`src/logic/sdram_cmd_pkg.sv`:
```
// Constants and types for the DRAM command, refresh and power block
package sdram_cmd_pkg;

  // ----------------------------------------------------------------
  // Clock and refresh timing
  // ----------------------------------------------------------------
  localparam int CLK_PERIOD_NS     = 50;       // 20 MHz device clock
  localparam int REFRESH_ROWS      = 4096;     // Rows per refresh window
  localparam int REFRESH_WINDOW_MS = 64;       // Commercial window
  localparam int ROW_INTERVAL_NS   =
    (REFRESH_WINDOW_MS * 1000000) / REFRESH_ROWS;
  // Longest spacing, so round down
  localparam int REFRESH_INTERVAL_CYC = ROW_INTERVAL_NS / CLK_PERIOD_NS;
  localparam int ROW_CYCLE_NS      = 60;       // Minimum row cycle time
  // Least time, so round up
  localparam int ROW_CYCLE_CYC     =
    (ROW_CYCLE_NS + CLK_PERIOD_NS - 1) / CLK_PERIOD_NS;

  // ----------------------------------------------------------------
  // Widths and reset values
  // ----------------------------------------------------------------
  localparam int         ROW_W       = 12;
  localparam int         TIMER_W     = 9;
  localparam int         CNT_W       = 2;
  localparam logic [11:0] ROW_RESET  = 12'h000;
  localparam logic [8:0]  TIMER_RESET = 9'(REFRESH_INTERVAL_CYC - 1);
  localparam logic [1:0]  BUSY_LOAD  = 2'(ROW_CYCLE_CYC);

  // ----------------------------------------------------------------
  // Column latency field
  // ----------------------------------------------------------------
  localparam logic [2:0] CL2_CODE = 3'h2;
  localparam logic [2:0] CL3_CODE = 3'h3;
  localparam logic [1:0] CL2_CYC  = 2'h2;
  localparam logic [1:0] CL3_CYC  = 2'h3;

  // Decoded command on the sampled pins
  typedef enum logic [2:0] {
    CMD_DESELECT, CMD_NOP, CMD_BURST_STOP, CMD_REFRESH, CMD_OTHER
  } cmd_t;

  // Clock and power state
  typedef enum logic [1:0] {
    PWR_ACTIVE, PWR_SUSPEND, PWR_DOWN, PWR_SELF_REFRESH
  } pwr_t;

endpackage

```
`src/logic/sdram_refresh_power_cmds.sv`:
```
// Command decode, burst stop, refresh and power states of the DRAM
`timescale 1ns/1ps

// Contract
// - Selected all-high strobes is no-operation
// - Only write enable low is burst stop
// - Burst stop ignored for auto-precharge bursts
// - Stopped read drives data for latency clocks
// - Chip select high ignores all command inputs
// - Row and column low starts auto refresh
// - Refresh row counter advances by one
// - Refresh with clock enable falling: self refresh
// - Self refresh times and addresses itself
// - Enable low in burst freezes internal clock
// - Enable low while idle enters power-down
// - Enable high restarts clock and buffers
// - Data mask blocks writes and read outputs
// - Latency code 010 two, 011 three
module sdram_refresh_power_cmds
  import sdram_cmd_pkg::*;
#(
  parameter int DQM_W = 4
) (
  // Clock and reset
  input  wire logic             clock,
  input  wire logic             rst_b,
  // Command pins from the controller
  input  wire logic             csB,
  input  wire logic             rasB,
  input  wire logic             casB,
  input  wire logic             weB,
  input  wire logic             cke,
  input  wire logic [DQM_W-1:0] dqm,
  // Core status
  input  wire logic             allBanksIdle,
  input  wire logic             burstActive,
  input  wire logic             burstRead,
  input  wire logic             burstAutoPre,
  input  wire logic             readWordValid,
  input  wire logic             writeWordValid,
  input  wire logic [2:0]       casLatCode,
  // Results to the core
  output logic                  burstHalt,
  output logic                  readEnd,
  output logic                  refreshPulse,
  output logic [ROW_W-1:0]      refreshRow,
  output logic                  refreshBusy,
  output logic                  internalClkEn,
  output logic                  buffersOn,
  output logic                  selfRefresh,
  output logic                  casLatReserved,
  output logic [DQM_W-1:0]      writeEn,
  output logic [DQM_W-1:0]      dqOutEn
);

  // ----------------------------------------------------------------
  // Helpers
  // ----------------------------------------------------------------

  // Decode the strobe pins; clock enable splits refresh kinds later
  function automatic cmd_t decodeCmd(input logic cs, input logic ras,
                                     input logic cas, input logic we);
    cmd_t c;
    c = CMD_OTHER;
    if (cs) begin
      c = CMD_DESELECT;
    end else if (ras && cas && we) begin
      c = CMD_NOP;
    end else if (ras && cas && !we) begin
      c = CMD_BURST_STOP;
    end else if (!ras && !cas && we) begin
      c = CMD_REFRESH;
    end
    return c;
  endfunction

  // ----------------------------------------------------------------
  // Input sampling
  // ----------------------------------------------------------------
  logic             csB_q;      // Sampled chip select
  logic             rasB_q;     // Sampled row strobe
  logic             casB_q;     // Sampled column strobe
  logic             weB_q;      // Sampled write enable
  logic             cke_q;      // Clock enable this cycle
  logic             ckePrev_q;  // Clock enable one cycle earlier
  logic [DQM_W-1:0] dqm_q;      // Sampled data mask

  always_ff @(posedge clock or negedge rst_b) begin
    if (!rst_b) begin
      csB_q     <= 1'b1;
      rasB_q    <= 1'b1;
      casB_q    <= 1'b1;
      weB_q     <= 1'b1;
      // Enable reads high out of reset, else a false power-down follows
      cke_q     <= 1'b1;
      ckePrev_q <= 1'b1;
      dqm_q     <= '1;
    end else begin
      csB_q     <= csB;
      rasB_q    <= rasB;
      casB_q    <= casB;
      weB_q     <= weB;
      cke_q     <= cke;
      ckePrev_q <= cke_q;
      dqm_q     <= dqm;
    end
  end

  // ----------------------------------------------------------------
  // Decode
  // ----------------------------------------------------------------
  cmd_t       cmd;      // Command on the sampled pins
  logic [1:0] latency;  // Column latency in clocks
  logic       cmdLive;  // Clock ran last cycle, command counts

  assign cmd = decodeCmd(csB_q, rasB_q, casB_q, weB_q);

  assign latency = (casLatCode == CL2_CODE) ? CL2_CYC : CL3_CYC;
  // Reserved codes fall back to three clocks, the safe choice
  assign casLatReserved = (casLatCode != CL2_CODE) &&
                          (casLatCode != CL3_CODE);

  // ----------------------------------------------------------------
  // Main state
  // ----------------------------------------------------------------
  pwr_t               state_q,      state_d;
  logic [ROW_W-1:0]   row_q,        row_d;        // Refresh row
  logic [TIMER_W-1:0] timer_q,      timer_d;      // Self refresh timer
  logic [CNT_W-1:0]   busy_q,       busy_d;       // Row cycle left
  logic [CNT_W-1:0]   drain_q,      drain_d;      // Read drain left
  logic               readCut_q,    readCut_d;    // Read output ended
  logic               halt_q,       halt_d;
  logic               readEnd_q,    readEnd_d;
  logic               refPulse_q,   refPulse_d;
  logic [DQM_W-1:0]   writeEn_q,    writeEn_d;
  logic [DQM_W-1:0]   dqOutEn_q,    dqOutEn_d;

  assign cmdLive = (state_q == PWR_ACTIVE) && ckePrev_q;

  // Next state of the whole command engine
  always_comb begin
    logic doRefresh;
    doRefresh  = 1'b0;
    state_d    = state_q;
    row_d      = row_q;
    timer_d    = timer_q;
    busy_d     = (busy_q != '0) ? busy_q - 2'h1 : busy_q;
    drain_d    = drain_q;
    readCut_d  = readCut_q && readWordValid;
    halt_d     = 1'b0;
    readEnd_d  = 1'b0;
    writeEn_d  = '0;
    dqOutEn_d  = '0;

    case (state_q)
      PWR_ACTIVE: begin
        // Commands count only when the clock ran last cycle
        if (ckePrev_q) begin
          if (cmd == CMD_BURST_STOP && burstActive && !burstAutoPre) begin
            halt_d = 1'b1;
            // read data runs out after latency
            if (burstRead) begin
              drain_d = latency;
            end
          end
          if (cmd == CMD_REFRESH) begin
            doRefresh = 1'b1;
          end
        end
        // Read drain counts only on running clocks
        if (drain_q != '0) begin
          drain_d = drain_q - 2'h1;
          if (drain_q == 2'h1) begin
            readCut_d = 1'b1;
            readEnd_d = 1'b1;
          end
        end
        if (ckePrev_q && !cke_q && cmd == CMD_REFRESH) begin
          state_d = PWR_SELF_REFRESH;
          timer_d = TIMER_RESET;
        end else if (!cke_q && burstActive) begin
          state_d = PWR_SUSPEND;
        end else if (!cke_q && allBanksIdle && busy_d == '0) begin
          state_d = PWR_DOWN;
        end else if (!cke_q) begin
          // Open rows or a refresh under way, no burst: clock masked, buffers kept
          state_d = PWR_SUSPEND;
        end
        // mask gates write and read words
        writeEn_d = writeWordValid ? ~dqm_q : '0;
        dqOutEn_d = (readWordValid && !readCut_d) ? ~dqm_q : '0;
      end
      PWR_SUSPEND: begin
        // Read drain and read output lanes held as they were; busy count runs on, write lanes off
        drain_d   = drain_q;
        readCut_d = readCut_q;
        dqOutEn_d = dqOutEn_q;
        if (cke_q) begin
          state_d = PWR_ACTIVE;
        end
      end
      PWR_DOWN: begin
        if (cke_q) begin
          state_d = PWR_ACTIVE;
        end
      end
      PWR_SELF_REFRESH: begin
        if (timer_q == '0) begin
          timer_d   = TIMER_RESET;
          doRefresh = 1'b1;
        end else begin
          timer_d = timer_q - 9'h001;
        end
        // Exit lets a refresh under way finish on the busy count
        if (cke_q) begin
          state_d = PWR_ACTIVE;
        end
      end
      default: begin
        state_d = PWR_ACTIVE;
      end
    endcase

    if (doRefresh) begin
      row_d  = row_q + 12'h001;
      busy_d = BUSY_LOAD;
    end
    refPulse_d = doRefresh;
  end

  // Register the engine
  always_ff @(posedge clock or negedge rst_b) begin
    if (!rst_b) begin
      state_q    <= PWR_ACTIVE;
      row_q      <= ROW_RESET;
      timer_q    <= TIMER_RESET;
      busy_q     <= '0;
      drain_q    <= '0;
      readCut_q  <= 1'b0;
      halt_q     <= 1'b0;
      readEnd_q  <= 1'b0;
      refPulse_q <= 1'b0;
      writeEn_q  <= '0;
      dqOutEn_q  <= '0;
    end else begin
      state_q    <= state_d;
      row_q      <= row_d;
      timer_q    <= timer_d;
      busy_q     <= busy_d;
      drain_q    <= drain_d;
      readCut_q  <= readCut_d;
      halt_q     <= halt_d;
      readEnd_q  <= readEnd_d;
      refPulse_q <= refPulse_d;
      writeEn_q  <= writeEn_d;
      dqOutEn_q  <= dqOutEn_d;
    end
  end

  // ----------------------------------------------------------------
  // Outputs
  // ----------------------------------------------------------------
  assign burstHalt     = halt_q;
  assign readEnd       = readEnd_q;
  assign refreshPulse  = refPulse_q;
  assign refreshRow    = row_q;
  assign refreshBusy   = (busy_q != '0);
  assign internalClkEn = (state_q == PWR_ACTIVE);
  assign buffersOn     = (state_q == PWR_ACTIVE) ||
                         (state_q == PWR_SUSPEND);
  assign selfRefresh   = (state_q == PWR_SELF_REFRESH);
  assign writeEn       = writeEn_q;
  assign dqOutEn       = dqOutEn_q;

  // ----------------------------------------------------------------
  // Checks
  // ----------------------------------------------------------------
  noop_quiet_a: assert property (
    @(posedge clock) disable iff (!rst_b)
    (cmdLive && cmd == CMD_NOP) |=> !burstHalt && !refreshPulse)
    else $error("no-operation caused an action");

  stop_halt_a: assert property (
    @(posedge clock) disable iff (!rst_b)
    (cmdLive && cmd == CMD_BURST_STOP && burstActive && !burstAutoPre)
    |=> burstHalt)
    else $error("burst stop not honoured");

  stop_autopre_a: assert property (
    @(posedge clock) disable iff (!rst_b)
    (cmdLive && burstAutoPre) |=> !burstHalt)
    else $error("auto-precharge burst was stopped");

  read_drain_a: assert property (
    @(posedge clock) disable iff (!rst_b)
    (cmdLive && cmd == CMD_BURST_STOP && burstActive && !burstAutoPre &&
     burstRead && casLatCode == CL2_CODE && cke_q)
    |=> (drain_q == CL2_CYC) ##1 (drain_q == 2'h1)
        ##1 (readEnd || !$past(internalClkEn)))
    else $error("read drain length wrong");

  deselect_quiet_a: assert property (
    @(posedge clock) disable iff (!rst_b)
    (state_q == PWR_ACTIVE && csB_q) |=> !burstHalt && !refreshPulse)
    else $error("deselect caused an action");

  refresh_row_a: assert property (
    @(posedge clock) disable iff (!rst_b)
    refreshPulse |-> refreshRow == $past(refreshRow) + 12'h001
                     && refreshBusy)
    else $error("refresh row did not advance by one");

  self_entry_a: assert property (
    @(posedge clock) disable iff (!rst_b)
    (cmdLive && !cke_q && cmd == CMD_REFRESH)
    |=> selfRefresh && !buffersOn)
    else $error("self refresh not entered");

  self_pace_a: assert property (
    @(posedge clock) disable iff (!rst_b)
    (selfRefresh && timer_q == '0) |=> refreshPulse)
    else $error("self refresh timer gave no refresh");

  suspend_mask_a: assert property (
    @(posedge clock) disable iff (!rst_b)
    (state_q == PWR_ACTIVE && !cke_q && burstActive &&
     !(ckePrev_q && cmd == CMD_REFRESH))
    |=> (!internalClkEn && buffersOn) ##1 $stable(drain_q))
    else $error("clock suspend not applied");

  wake_up_a: assert property (
    @(posedge clock) disable iff (!rst_b)
    ((state_q == PWR_SUSPEND || state_q == PWR_DOWN) && cke_q)
    |=> internalClkEn && buffersOn)
    else $error("clock enable high did not wake");

  mask_write_a: assert property (
    @(posedge clock) disable iff (!rst_b)
    (state_q == PWR_ACTIVE && writeWordValid && dqm_q[0])
    |=> !writeEn[0])
    else $error("masked write lane enabled");

endmodule

```
`config.mk`:
```
export PLATFORM = sky130hd
export DESIGN_NAME = sdram_refresh_power_cmds
export DESIGN_NICKNAME = d
export VERILOG_FILES = /design/src/logic/sdram_cmd_pkg.sv /design/src/logic/sdram_refresh_power_cmds.sv
export SDC_FILE = /design/constraint.sdc
export NUM_CORES = 1
export LEC_CHECK = 0
export BUFFER_PORTS_ARGS = -buffer_cell sky130_fd_sc_hd__buf_2
export CORE_MARGIN = 4
export CORE_UTILIZATION = 50
export CTS_CLUSTER_DIAMETER = 100
export DETAILED_ROUTE_END_ITERATION = 8
export PLACE_DENSITY = 0.78
export SYNTH_ARGS = -nofsm -noshare
export SYNTH_HDL_FRONTEND = slang
export SYNTH_SLANG_ARGS = --single-unit
```
`constraint.sdc`:
```
create_clock -name clock -period 3.1 [get_ports clock]
set_clock_uncertainty 0.15 [all_clocks]
set_input_delay 0 -clock clock [delete_from_list [all_inputs] [get_ports clock]]
set_output_delay 0 -clock clock [all_outputs]
set_load 0.02 [all_outputs]
```
==> impl_metrics.env <==
export IMPL_syn_inst=183
export IMPL_netSwitchingFraction_pct=36.75
export IMPL_cts_path_max_buffers=2
export IMPL_grt_pass1_wl_mm=7.327
export IMPL_ys_ff_latch=49
export IMPL_reg2regPathDepth=7
export IMPL_drive_gt1_share_pct=35.20
export IMPL_core_area_sq_um=4115
export IMPL_pwr_share_comb_pct=32.2
export IMPL_start_util_pct=53.42
export IMPL_crit_cells=7
export IMPL_cp_cell_sequence="inv_1 -> ha_1 -> inv_1 -> nor2_1 -> a22o_1 -> nor2b_1 -> a22o_1"
export IMPL_ys_flop_type="dfrtp_1"
export IMPL_cap_violations=0
export IMPL_power_switching_uw=699.9
export IMPL_tritoncts="done"
export IMPL_syn_avg_cell_area_sq_um=12.01
export IMPL_drt_first_pass_iters=4
export IMPL_crit_slowest_cell="nor2b_1"
export IMPL_clock_sinks=49
export IMPL_vias=1567
export IMPL_grt_max_degree=50
export IMPL_p_per_area_nw_per_um2=702.5
export IMPL_post_cts_buffers=0
export IMPL_synth_async_reset_ratio_pct=100.0
export IMPL_track_usage_pct=17.24
export IMPL_insertion_delay_ns=0.31
export IMPL_synthesis_area_sq_um=2198
export IMPL_vdd_drop_max_v=0.0004398
export IMPL_synth_top_area_share_pct=37.56
export IMPL_p_int_uw=1205
export IMPL_cts_buffers=5
export IMPL_grt_pass1_vias=1648
export IMPL_rr_startpoint="state_q[1]"
export IMPL_max_freq_mhz=388.3
export IMPL_dp_hpwl_mm=2.857
export IMPL_grt_overflow=0
export IMPL_path_clk_slew_ns=0.10
export IMPL_worst_pin_slew_ns=1.009
export IMPL_crit_arrival_ns=2.67
export IMPL_portBuffers=47
export IMPL_rsz0062_at_grt="no"
export IMPL_finalCriticalPeriod_ns=2.575
export IMPL_drc=0
export IMPL_r2r_setup_slack_ns=0.52
export IMPL_synth_edf_count=0
export IMPL_crit_path_start_kind="register"
export IMPL_cts_root_buffer="clkbuf_8"
export IMPL_seq_power_share_pct=46.8
export IMPL_io_pins=48
export IMPL_crit_type="reg -> reg"
export IMPL_drt_vias_per_instance=5.223
export IMPL_cp_buffers_inverters=2
export IMPL_die_y_um=74.31
export IMPL_startpoint="state_q[1]"
export IMPL_antenna_found_initial=0
export IMPL_hold_viol_final=0
export IMPL_ys_warn_count=0
export IMPL_die_w_um=74.31
export IMPL_fin_crit_sh_pct=83.07
export IMPL_gp_congestion=0.7573
export IMPL_status="complete, no violations"
export IMPL_yosysSeqAreaShare_pct=56.69
export IMPL_crit_end="timer_q[3]"
export IMPL_ant_nets=0
export IMPL_worstSetupEndpointType="register"
export IMPL_yosysTopAreaCell="dfrtp_1"
export IMPL_wire_per_inst_um=14.02
export IMPL_crit_path_max_incr_delay_ns=0.48
export IMPL_synthTopCellsByArea="dfrtp_1 38%, dfstp_2 19%, ha_1 4.0%"
export IMPL_hp_class="in -> reg"
export IMPL_drt_wl_total_mm=4.206
export IMPL_timing_slew_headroom_pct=32.71
export IMPL_layout_commonest_cell="buf_2"
export IMPL_drt_iter0_drc=65
export IMPL_final_cell_mix="47 x buf_2, 33 x dfrtp_1, 16 x dfstp_2, 16 x dlygate4sd3_1, 13 x nand2_1"
export IMPL_p_leak_uw=0.001353
export IMPL_reg2reg_to="timer_q[3]"
export IMPL_maxSlewViolCount=0
export IMPL_crit_family="simple AND/OR/NAND/NOR gates"
export IMPL_required_ns=3.19
export IMPL_finalSetupViolCount=0
export IMPL_syn_to_final_growth_pct=23.34
export IMPL_fin_util_pct=65.89
export IMPL_clkPwrFrac_pct=21.0
export IMPL_insertedDiodeCount=0
export IMPL_finalSetupTns_ns=0
export IMPL_synth_cell_type_count=47
export IMPL_worstPathMaxFanout=12
export IMPL_syn_nets=210
export IMPL_fp_row_count=23
export IMPL_layout_nets=276
export IMPL_die_area_sq_um=5521
export IMPL_htree_levels=2
-- worst min-delay path, cell delays in order --
cell and delay [ns]:
buf_2 0.09, nor4b_1 0.14, nand2b_1 0.07, a22o_1 0.14
-- worst min path at each step --
| stage | endpoint | depth (start not counted) | slack (ns) | startpoint |
|---|---|---|---|---|
| after detailed placement | csB_q | 1 | -0.04 | csB |
| after CTS | state_q[0] | 4 | 0.003 | allBanksIdle |
| after global routing | state_q[0] | 4 | 0.02 | allBanksIdle |
| after global placement | dqm_q[2] | 1 | -0.04 | dqm[2] |
| after floorplan | burstHalt | 0 | -0.45 | rst_b |
| final | state_q[0] | 4 | 0.01 | allBanksIdle |
-- registers in the layout (all words and copies together), names as in the netlist, 2 cells and up --
signal,count
drain_q,2
busy_q,2
dqOutEn,4
dqm_q,4
timer_q,9
writeEn,4
state_q,2
refreshRow,12
-- timing repair --
item / in CTS / in global routing
setup endpoints to repair: 0 / 0
gates resized for setup: 0 / 0
hold endpoints to repair: 54 / 0
hold buffers: 16 / 0
-- stage by stage --
stage | instances | hold WS [ns] | setup WS (ns) | total power [uW] | area (sq um)
2_1_floorplan | 183 | -0.4456 | 0.9034 | 1333 | 2198
4_1_cts | 300 | 0.003488 | 0.5103 | 1931 | 2711
6_report | 300 | 0.01497 | 0.5248 | 1905 | 2711
3_5_place_dp | 276 | -0.04385 | 0.5581 | 1502 | 2456
3_3_place_gp | 276 | -0.04405 | 0.6957 | 1489 | 2456
5_1_grt | 300 | 0.01709 | 0.2390 | 2047 | 2711
-- cell families (layout without fill, tap and decap cells) --
| group | count (synthesis) | after routing | synth area share [%] |
|---|---|---|---|
| mux | 3 | 3 | 1.423 |
| xor+xnor | 12 | 12 | 5.122 |
| flops | 49 | 49 | 56.69 |
| compound gates | 35 | 35 | 11.10 |
| simple gates | 64 | 64 | 18.33 |
| fa+ha+maj | 7 | 7 | 3.984 |
| buf+inv | 13 | 80 | 3.358 |
-- Yosys cell counts, types with 2 or more instances --
master / instances
a211o_1: 2
a21oi_1: 8
a22o_1: 5
a31oi_1: 3
and2_1: 3
and3_1: 2
and3_2: 3
dfrtp_1: 33
dfstp_2: 16
ha_1: 7
inv_1: 9
mux2i_1: 2
nand2_1: 13
nand2b_1: 4
nand4_1: 4
nand4_2: 3
nor2_1: 10
nor3_1: 5
nor4b_1: 3
o21ai_0: 8
o31ai_1: 2
or2_2: 3
or3_1: 2
xnor2_1: 10
-- routing by layer --
layer,global-route usage (%),share of wire [%],vias up
li1,-,-,780
met3,4.595,4.4,8
met4,6.126,2.1,0
met1,23.35,45,745
met5,0,0,-
met2,26.97,49,34
-- power by group through the flow --
stage / Sequential [uW] / Clock, uW / Combinational (uW)
final: 891 / 400 / 614
after floorplan: 940 / 0 / 393
after global placement: 901 / 0 / 588
after global routing: 915 / 439 / 693
after detailed placement: 902 / 0 / 600
after CTS: 892 / 414 / 624
-- layout make-up --
| class | instances | area, sq um |
|---|---|---|
| fill | 326 | 1404 |
| timing repair buffer | 63 | 395.4 |
| clock inverter | 3 | 26.28 |
| clock buffer | 5 | 68.82 |
| multi-input combinational | 121 | 878.3 |
| tap | 50 | 62.56 |
| sequential | 49 | 1246 |
| inverter | 9 | 33.78 |
Note: power is estimated with default switching activity, not from simulation.
